`src/hdl/tcc_pkg.sv`:
```
package tcc_pkg;
   // Byte offsets of the register words
   localparam logic [5:0] OFS_CAPTURE_A = 6'h00;
   localparam logic [5:0] OFS_CAPTURE_B = 6'h04;
   localparam logic [5:0] OFS_COMPARE_A = 6'h08;
   localparam logic [5:0] OFS_COMPARE_B = 6'h0C;
   localparam logic [5:0] OFS_COUNTER = 6'h10;
   localparam logic [5:0] OFS_CONTROL_ONE = 6'h14;
   localparam logic [5:0] OFS_CONTROL_TWO = 6'h18;
   localparam logic [5:0] OFS_FLAGS = 6'h1C;
   localparam logic [5:0] OFS_LAST = 6'h1C;
   // control_one fields
   localparam int C1_EXT_SEL = 0;
   localparam int C1_EXT_EDGE = 1;
   localparam int C1_CAPA_EDGE = 2;
   localparam int C1_CAPB_EDGE = 3;
   localparam int C1_CMPA_OE = 4;
   localparam int C1_CMPB_OE = 5;
   localparam int C1_CMPA_LVL = 6;
   localparam int C1_CMPB_LVL = 7;
   localparam int C1_W = 8;
   // control_two fields
   localparam int C2_DIV_LSB = 0;
   localparam int C2_DIV_W = 8;
   localparam int C2_CAPA_IE = 8;
   localparam int C2_CAPB_IE = 9;
   localparam int C2_CMPA_IE = 10;
   localparam int C2_CMPB_IE = 11;
   localparam int C2_OVF_IE = 12;
   localparam int C2_W = 13;
   // flag_register fields
   localparam int FL_CAPA = 15;
   localparam int FL_CMPA = 14;
   localparam int FL_OVF = 13;
   localparam int FL_CAPB = 12;
   localparam int FL_CMPB = 11;
   // Reset and forced values
   localparam logic [15:0] CNT_RESET = 16'h0000;
   localparam logic [15:0] CNT_FORCED = 16'hFFFC;
   localparam logic [15:0] CNT_MAX = 16'hFFFF;
   localparam logic [15:0] CMP_RESET = 16'h8000;
   localparam logic [15:0] CAP_RESET = 16'h0000;
   localparam logic [C1_W-1:0] C1_RESET = 8'h00;
   localparam logic [C2_W-1:0] C2_RESET = 13'h0000;
   localparam logic [2:0] EXT_PREDIV_LAST = 3'h7;
   localparam int EXT_MIN_GAP = 4;
endpackage

```
`src/hdl/tcc_timer.sv`:
```
`timescale 1ns/1ps
// How it works
// - Internal tick is clock over divider plus one
// - Any counter write forces FFFC
// - Select bit picks internal or external clock
// - Wrap from maximum sets overflow flag
// - Overflow request while flag and enable set
// - Flag register: written zero clears, one keeps
// - Edge select picks external clock transition
// - External clock synchronised; four edges apart
// - Capture latches counter on active pin edge
// - Per-channel capture edge select bit
// - Capture sets flag; request when enabled
// - Compare on each tick sets flag
// - Compare registers software only, reset 8000
// - Enabled match drives level onto pin
// - Disabled output holds pin at zero
// - Five requests, separate and ORed together
// - First instance divides external clock by eight
module tcc_timer #(
   parameter bit FIRST_INSTANCE = 1'b1
) (
   input wire logic mclk,
   input wire logic rst,
   input wire logic [5:0] address,
   input wire logic read,
   input wire logic write,
   input wire logic [31:0] writedata,
   output logic [31:0] readdata,
   output logic waitrequest,
   input wire logic ext_clock_pin,
   input wire logic capture_a_pin,
   input wire logic capture_b_pin,
   output logic compare_a_pin,
   output logic compare_b_pin,
   output logic irq_capture_a,
   output logic irq_capture_b,
   output logic irq_compare_a,
   output logic irq_compare_b,
   output logic irq_overflow,
   output logic irq_any
);
   import tcc_pkg::*;

   if (FIRST_INSTANCE !== 1'b0 && FIRST_INSTANCE !== 1'b1) begin : g_chk
      $error("FIRST_INSTANCE must be 0 or 1");
   end

   logic wait_r;
   logic [31:0] rdata_r;
   logic [15:0] counter_value_reg;
   logic [15:0] compare_a_value, compare_b_value, capture_a_value, capture_b_value;
   logic [C1_W-1:0] control_one;
   logic [C2_W-1:0] control_two;
   logic [15:0] flag_register;
   logic [7:0] pre_cnt_r;
   logic [2:0] ext_sync_r, capa_sync_r, capb_sync_r;
   logic [2:0] ext_div_r;
   logic cmpa_pin_r, cmpb_pin_r;
   logic [4:0] irq_r;
   logic irq_any_r;
   logic bus_wr, bus_rd, cnt_wr, flag_wr;
   logic ext_edge, ext_evt, int_tick, tick;
   logic capa_evt, capb_evt, cmpa_hit, cmpb_hit, ovf_hit;
   logic [15:0] flag_set, flag_clr;
   logic [4:0] irq_nxt;
   logic [7:0] divider;

   assign bus_wr = write & ~wait_r;
   assign bus_rd = read & ~wait_r;
   assign cnt_wr = bus_wr && address[5:2] == OFS_COUNTER[5:2];
   assign flag_wr = bus_wr && address[5:2] == OFS_FLAGS[5:2];
   assign divider = control_two[C2_DIV_LSB +: C2_DIV_W];

   // One wait cycle, then the access completes
   always_ff @(posedge mclk or posedge rst) begin
      if (rst) begin
         wait_r <= 1'b1;
      end else begin
         wait_r <= ~((read | write) & wait_r);
      end
   end

   always_ff @(posedge mclk or posedge rst) begin
      if (rst) begin
         rdata_r <= 32'h0000_0000;
      end else if (read & wait_r) begin
         unique case (address[5:2])
            OFS_CAPTURE_A[5:2]: rdata_r <= {16'h0000, capture_a_value};
            OFS_CAPTURE_B[5:2]: rdata_r <= {16'h0000, capture_b_value};
            OFS_COMPARE_A[5:2]: rdata_r <= {16'h0000, compare_a_value};
            OFS_COMPARE_B[5:2]: rdata_r <= {16'h0000, compare_b_value};
            OFS_COUNTER[5:2]: rdata_r <= {16'h0000, counter_value_reg};
            OFS_CONTROL_ONE[5:2]: rdata_r <= {24'h000000, control_one};
            OFS_CONTROL_TWO[5:2]: rdata_r <= {19'h00000, control_two};
            OFS_FLAGS[5:2]: rdata_r <= {16'h0000, flag_register};
            default: rdata_r <= 32'h0000_0000;
         endcase
      end
   end

   always_ff @(posedge mclk or posedge rst) begin
      if (rst) begin
         control_one <= C1_RESET;
         control_two <= C2_RESET;
      end else if (bus_wr && address[5:2] == OFS_CONTROL_ONE[5:2]) begin
         control_one <= writedata[C1_W-1:0];
      end else if (bus_wr && address[5:2] == OFS_CONTROL_TWO[5:2]) begin
         control_two <= writedata[C2_W-1:0];
      end
   end

   // Only software writes the compare registers
   always_ff @(posedge mclk or posedge rst) begin
      if (rst) begin
         compare_a_value <= CMP_RESET;
         compare_b_value <= CMP_RESET;
      end else if (bus_wr && address[5:2] == OFS_COMPARE_A[5:2]) begin
         compare_a_value <= writedata[15:0];
      end else if (bus_wr && address[5:2] == OFS_COMPARE_B[5:2]) begin
         compare_b_value <= writedata[15:0];
      end
   end

   // Pin synchronisers; bit 0 is read only by bit 1
   always_ff @(posedge mclk or posedge rst) begin
      if (rst) begin
         ext_sync_r <= 3'h0;
         capa_sync_r <= 3'h0;
         capb_sync_r <= 3'h0;
      end else begin
         ext_sync_r <= {ext_sync_r[1:0], ext_clock_pin};
         capa_sync_r <= {capa_sync_r[1:0], capture_a_pin};
         capb_sync_r <= {capb_sync_r[1:0], capture_b_pin};
      end
   end

   // Edge select 1 means rising, 0 falling
   assign ext_edge = control_one[C1_EXT_EDGE] ? (ext_sync_r[1] & ~ext_sync_r[2])
                                              : (~ext_sync_r[1] & ext_sync_r[2]);
   assign capa_evt = control_one[C1_CAPA_EDGE] ? (capa_sync_r[1] & ~capa_sync_r[2])
                                               : (~capa_sync_r[1] & capa_sync_r[2]);
   assign capb_evt = control_one[C1_CAPB_EDGE] ? (capb_sync_r[1] & ~capb_sync_r[2])
                                               : (~capb_sync_r[1] & capb_sync_r[2]);

   // Fixed divide by eight of external edges on the first instance
   always_ff @(posedge mclk or posedge rst) begin
      if (rst) begin
         ext_div_r <= 3'h0;
      end else if (ext_edge && FIRST_INSTANCE) begin
         ext_div_r <= ext_div_r + 3'h1;
      end
   end
   assign ext_evt = ext_edge && (!FIRST_INSTANCE || ext_div_r == EXT_PREDIV_LAST);

   always_ff @(posedge mclk or posedge rst) begin
      if (rst) begin
         pre_cnt_r <= 8'h00;
      end else if (control_one[C1_EXT_SEL] || pre_cnt_r >= divider) begin
         pre_cnt_r <= 8'h00;
      end else begin
         pre_cnt_r <= pre_cnt_r + 8'h01;
      end
   end
   assign int_tick = pre_cnt_r >= divider;
   assign tick = control_one[C1_EXT_SEL] ? ext_evt : int_tick;

   always_ff @(posedge mclk or posedge rst) begin
      if (rst) begin
         counter_value_reg <= CNT_RESET;
      end else if (cnt_wr) begin
         counter_value_reg <= CNT_FORCED;
      end else if (tick) begin
         counter_value_reg <= counter_value_reg + 16'h0001;
      end
   end

   assign ovf_hit = tick && !cnt_wr && counter_value_reg == CNT_MAX;
   assign cmpa_hit = tick && counter_value_reg == compare_a_value;
   assign cmpb_hit = tick && counter_value_reg == compare_b_value;

   always_ff @(posedge mclk or posedge rst) begin
      if (rst) begin
         capture_a_value <= CAP_RESET;
         capture_b_value <= CAP_RESET;
      end else begin
         if (capa_evt) begin
            capture_a_value <= counter_value_reg;
         end
         if (capb_evt) begin
            capture_b_value <= counter_value_reg;
         end
      end
   end

   always_comb begin
      flag_set = 16'h0000;
      flag_set[FL_CAPA] = capa_evt;
      flag_set[FL_CAPB] = capb_evt;
      flag_set[FL_CMPA] = cmpa_hit;
      flag_set[FL_CMPB] = cmpb_hit;
      flag_set[FL_OVF] = ovf_hit;
   end
   assign flag_clr = flag_wr ? ~writedata[15:0] : 16'h0000;

   // A new event in the clearing cycle survives
   always_ff @(posedge mclk or posedge rst) begin
      if (rst) begin
         flag_register <= 16'h0000;
      end else begin
         flag_register <= (flag_register & ~flag_clr) | flag_set;
      end
   end

   // Pins follow the level on a match, held low when disabled
   always_ff @(posedge mclk or posedge rst) begin
      if (rst) begin
         cmpa_pin_r <= 1'b0;
         cmpb_pin_r <= 1'b0;
      end else begin
         if (!control_one[C1_CMPA_OE]) begin
            cmpa_pin_r <= 1'b0;
         end else if (cmpa_hit) begin
            cmpa_pin_r <= control_one[C1_CMPA_LVL];
         end
         if (!control_one[C1_CMPB_OE]) begin
            cmpb_pin_r <= 1'b0;
         end else if (cmpb_hit) begin
            cmpb_pin_r <= control_one[C1_CMPB_LVL];
         end
      end
   end

   assign irq_nxt = {flag_register[FL_OVF] & control_two[C2_OVF_IE],
                     flag_register[FL_CMPB] & control_two[C2_CMPB_IE],
                     flag_register[FL_CMPA] & control_two[C2_CMPA_IE],
                     flag_register[FL_CAPB] & control_two[C2_CAPB_IE],
                     flag_register[FL_CAPA] & control_two[C2_CAPA_IE]};

   always_ff @(posedge mclk or posedge rst) begin
      if (rst) begin
         irq_r <= 5'h00;
         irq_any_r <= 1'b0;
      end else begin
         irq_r <= irq_nxt;
         irq_any_r <= |irq_nxt;
      end
   end

   assign readdata = rdata_r;
   assign waitrequest = wait_r;
   assign compare_a_pin = cmpa_pin_r;
   assign compare_b_pin = cmpb_pin_r;
   assign irq_capture_a = irq_r[0];
   assign irq_capture_b = irq_r[1];
   assign irq_compare_a = irq_r[2];
   assign irq_compare_b = irq_r[3];
   assign irq_overflow = irq_r[4];
   assign irq_any = irq_any_r;
endmodule

```
`config.mk`:
```
export PLATFORM = sky130hd
export DESIGN_NAME = tcc_timer
export DESIGN_NICKNAME = d
export VERILOG_FILES = /design/src/hdl/tcc_pkg.sv /design/src/hdl/tcc_timer.sv
export SDC_FILE = /design/constraint.sdc
export NUM_CORES = 1
export LEC_CHECK = 0
export ABC_AREA = 1
export BUFFER_PORTS_ARGS = -buffer_cell sky130_fd_sc_hd__buf_2
export CORE_AREA = 2 2 112 195
export DETAILED_ROUTE_END_ITERATION = 12
export DIE_AREA = 0 0 114 197
export PLACE_DENSITY = 0.53
export SYNTH_ARGS = -nofsm -noshare
export SYNTH_HDL_FRONTEND = slang
export SYNTH_SLANG_ARGS = --single-unit
```
`constraint.sdc`:
```
create_clock -name mclk -period 12.3 [get_ports mclk]
set_input_delay 1.23 -clock mclk [delete_from_list [all_inputs] [get_ports mclk]]
set_output_delay 1.23 -clock mclk [all_outputs]
set_load 0.01 [all_outputs]
```
; Word level (Yosys, flattened, before mapping)
; Index checks and enable logic that the tools add are counted.
[classes]
n_addsub = 3
n_mux = 13
n_eq_ne = 13
magnitude_cmp = 1
n_reduce_logical = 18
bitwise_logic = 29
[op_table]
columns = cell, count
row1 = $pmux 16 s8, 1
row2 = $mux 16, 3
row3 = $eq 16x16->1, 2
row4 = $not 16->16, 2
row5 = $add 16x1->16 const B, 1
row6 = $and 16x16->16, 1
row7 = $eq 16x16->1 const B, 1
row8 = $eq 4x3->1 const B, 4
row9 = $or 16x16->16, 1
row10 = $and 1x1->1, 14
row11 = $logic_and 1x1->1, 11
row12 = $not 1->1, 10
row13 = $add 8x1->8 const B, 1
row14 = $eq 4x2->1 const B, 2
row15 = $ge 8x8->1, 1
row16 = $mux 1, 8
row17 = $mux 8, 1
row18 = $reduce_or 5->1, 1
row19 = $eq 4x1->1 const B, 1
row20 = $logic_not 4->1, 1
row21 = $ne 2x1->1 const B, 2
row22 = $reduce_and 2->1, 2
row23 = $add 3x1->3 const B, 1
row24 = $eq 3x3->1 const B, 1
row25 = 4 further kinds, 4
[word_totals]
input_bits = 45
out_inout_bits = 41
elab_cells = 96
regBits = 178

; Depth between registers and ports, before layout
[logic_depth]
word_depth = 8
mapped_depth = 14
depth_no_buf = 13

; Worst setup path before layout
; No wires, ideal clock.
[synth_timing]
path_kind = input -> register
from = input address[4]
to = register flag_register[1]
arrival_time_ns = 2.061
path_slack_ns = 10.119
setup_ns = 0.120
n_path_buf = 1
stages = 8
t_required_ns = 12.180
cell_sequence = inv_2 nor2_4 nand2_1 inv_2 nand2_2 clkbuf_1 o21ai_0 inv_1
[synth_via]
elab_chain_len = 6
[synth_lines]
columns = item, line_no
row1 = "start, declared", tcc_timer.sv:25  ; input wire logic [5:0] address,
row2 = $eq 4x3->1, tcc_timer.sv:72  ; assign flag_wr = bus_wr && address[5:2] == OFS_FLAGS[5:2];
row3 = $logic_and 1x1->1, tcc_timer.sv:72
row4 = $mux 16, tcc_timer.sv:204  ; assign flag_clr = flag_wr ? ~writedata[15:0] : 16'h0000;
row5 = $not 16->16, tcc_timer.sv:211  ; flag_register <= (flag_register & ~flag_clr) | flag_set;
row6 = $and 16x16->16, tcc_timer.sv:211
row7 = $or 16x16->16, tcc_timer.sv:211
row8 = "end signal, assigned", tcc_timer.sv:211
row9 = "end, declared", tcc_timer.sv:55  ; logic [15:0] flag_register;
; No other way between the ends.
; A chain may end at the register's enable or synchronous reset.

; Final worst setup path
[layout_timing]
from = input address[5]
to = register compare_b_value[3]
[layout_via]
elab_chain_len = 4
word_cells_on_any_way = 6
cone_classes = eq/ne (2) / bitwise (1) / reduce/logical (3)
[layout_lines]
columns = item, line_no
row1 = $eq 4x2->1, tcc_timer.sv:118  ; end else if (bus_wr && address[5:2] == OFS_COMPARE_A[5:2]) begin
row2 = $logic_and 1x1->1, tcc_timer.sv:118
row3 = $not 1->1 (no line), --
row4 = $reduce_and 2->1 (no line) *, --
row5 = "end signal, assigned", tcc_timer.sv:121  ; compare_b_value <= writedata[15:0];
row6 = "end, declared", tcc_timer.sv:52  ; logic [15:0] compare_a_value, compare_b_value, capture_a_value, capture_b_value;
; Mark *: on every way between the ends. The rest lies on a longest branch, timed or not.

==> impl_metrics.env <==
export IMPL_status="finished, final reports clean"
export IMPL_max_freq_mhz=327.0
export IMPL_insertion_delay_ns=0.44
export IMPL_crit_fanout=32
export IMPL_rsz0062_at_grt="false"
export IMPL_cts_hold_buf=0
export IMPL_critPathArrivalTime_ns=3.40
export IMPL_drive_gt1_share_pct=10.72
export IMPL_cts_resized=0
export IMPL_die_y_um=197
export IMPL_most_common_layout_cells="335 x nand2_1, 159 x dfrtp_1, 142 x inv_1, 120 x o21ai_0, 68 x nor2_1"
export IMPL_drt_initial_drc_count=329
export IMPL_hold_violations=0
export IMPL_die_area_mm2=0.02246
export IMPL_synth_top_area_cell="dfrtp_1"
export IMPL_numCtsBuffers=17
export IMPL_grt_pass1_wl_um=37130
export IMPL_yosysTopAreaCellShare_pct=48.56
export IMPL_cts_tree="yes"
export IMPL_area_delta_synth_final_pct=11.41
export IMPL_io_buffers=51
export IMPL_setup_slack_ns=9.242
export IMPL_grt_antenna_before_repair=0
export IMPL_num_nets_final=1145
export IMPL_synth_area_leaders="dfrtp_1 49%, nand2_1 15%, o21ai_0 7.3%"
export IMPL_placed_cells_incl_taps=1321
export IMPL_grt_overflow=0
export IMPL_firstDrtPassIters=5
export IMPL_design_core_area_mm2=0.02085
export IMPL_fin_crit_sh_pct=24.86
export IMPL_cts_path_max_buffers=2
export IMPL_htreeDepth=4
export IMPL_hold_path_class="reg2reg"
export IMPL_start_util_pct=39.31
export IMPL_period_minus_slack_ns=3.058
export IMPL_synth_distinct_cells=44
export IMPL_dieWidth_um=114
export IMPL_io_pin_count=86
export IMPL_post_route_drc_count=0
export IMPL_cts_setup_buffers=0
export IMPL_setup_viol=0
export IMPL_worst_pin_slew_ns=1.142
export IMPL_max_slew_margin_pct=23.71
export IMPL_maxCapViolCount=0
export IMPL_layout_cells_non_filler=1353
export IMPL_wl_per_cell_um=17.29
export IMPL_worstSetupEndpointType="flop"
export IMPL_via_per_inst=4.973
export IMPL_dp_slack_ns=8.769
export IMPL_peakVddDrop_uv=89.51
export IMPL_synth_seq_cells=162
export IMPL_ant_nets=0
export IMPL_syn_area_mm2=0.008194
export IMPL_seq_area_frac_synth_pct=49.52
export IMPL_grt_pass1_vias=6617
export IMPL_p_leak_nw=4.733
export IMPL_grt_max_degree=95
export IMPL_grtUsageTotal_pct=22.07
export IMPL_yosys_warnings=0
export IMPL_setup_tns_ns=0
export IMPL_skew_ns=0.01375
export IMPL_via_count=6728
export IMPL_crit_type="in2reg"
export IMPL_root_buffer="clkbuf_16"
export IMPL_synth_edf_count=0
export IMPL_cp_start_kind="input pin"
export IMPL_pwr_density_cell_mw_per_mm2=201.9
export IMPL_rows=70
export IMPL_routed_wl_um=23390
export IMPL_hpwl_um=16780
export IMPL_ys_flop_type="dfrtp_1"
export IMPL_syn_inst=1055
export IMPL_required_ns=12.64
export IMPL_routabilityCongestion=0.8777
export IMPL_final_common_cell="nand2_1"
export IMPL_clkTransAtPathRegs_ns=0.07
export IMPL_async_flop_share_pct=100.0
export IMPL_diodes=0
export IMPL_clock_sinks=162
export IMPL_synth_area_per_cell_um2=7.767
export IMPL_slew_viol_final=0
-- Yosys cell counts (2+ instances only) --
cell / n
a21oi_1: 8
buf_1: 3
buf_2: 10
buf_4: 22
clkbuf_1: 14
clkbuf_2: 2
clkbuf_8: 2
dfrtp_1: 159
dfstp_2: 3
ha_1: 12
inv_1: 143
inv_2: 8
mux2_2: 2
nand2_1: 335
nand2_2: 7
nand3_1: 39
nand3_2: 3
nand3b_1: 2
nand4_1: 7
nor2_1: 68
nor2_2: 2
nor2_4: 4
nor3_1: 7
nor3b_1: 2
o2111ai_1: 2
o21ai_0: 120
o21ai_1: 16
o22ai_1: 25
xnor2_1: 11
xor2_1: 3
-- metal layers --
| metal | part of all wire, % | track usage, % |
|---|---|---|
| met3 | 3.2 | 2.829 |
| met2 | 51 | 38.25 |
| met4 | 3.8 | 10.57 |
| met5 | 0 | 0 |
| met1 | 42 | 26.89 |
-- cells by family after synthesis --
| logic type | share of synthesized area [%] |
|---|---|
| muxes | 0.2748 |
| adders and majority gates | 1.832 |
| AOI/OAI and AO/OA | 11.50 |
| other | 0.04576 |
| xor gates and xnor gates | 1.496 |
| DFF | 49.52 |
| buffers and inverters | 10.99 |
| and+or+nand+nor | 24.34 |
-- report_power, final --
part | switching, mW | internal (mW)
sequential | 0.129 | 0.663
clock | 0.231 | 0.332
combinational | 0.324 | 0.165
total | 0.683 | 1.16
-- metrics by stage --
step / hold slack, ns / total power, mW / util, % / area, µm²
after global placement: 0.3338 / 1.279 / 40.84 / 8513
final: 0.3486 / 1.843 / 43.79 / 9129
after detailed placement: 0.3373 / 1.289 / 40.84 / 8513
after floorplan: 0.3312 / 1.147 / - / 8250
after global routing: 0.3521 / 1.974 / 43.79 / 9129
after CTS: 0.3514 / 1.855 / 43.79 / 9129
-- path summary, 6_finish.rpt --
check | startpoint | endpoint | slack [ns] | cells after the start
min | ext_sync_r[0] | ext_sync_r[1] | 0.35 | 0
max reg2reg | pre_cnt_r[3] | flag_register[13] | 10.04 | 11
min reg2reg | ext_sync_r[0] | ext_sync_r[1] | 0.35 | 0
max in group asynchronous | rst | capture_a_value[15] | 9.87 | 3
max | address[5] | compare_b_value[3] | 9.24 | 6
min in group asynchronous | rst | ext_div_r[0] | 0.97 | 2
-- final cells by class --
type                       instances  area, µm²
fill                            2138      11720
sequential                       162       4058
multi-input combinational        702       3292
inverter                         152      578.1
clock buffer                      21      460.4
tap                              252      315.3
timing repair buffer              53      270.3
clock inverter                    11      155.1
-- worst max-delay path, cell delays in order --
cell and delay (ns):
buf_2 0.12, nor2_2 0.24, nand2_1 0.51, inv_2 0.21, nand2_1 0.66, o21ai_0 0.40
(Power assumes the default switching activity.)
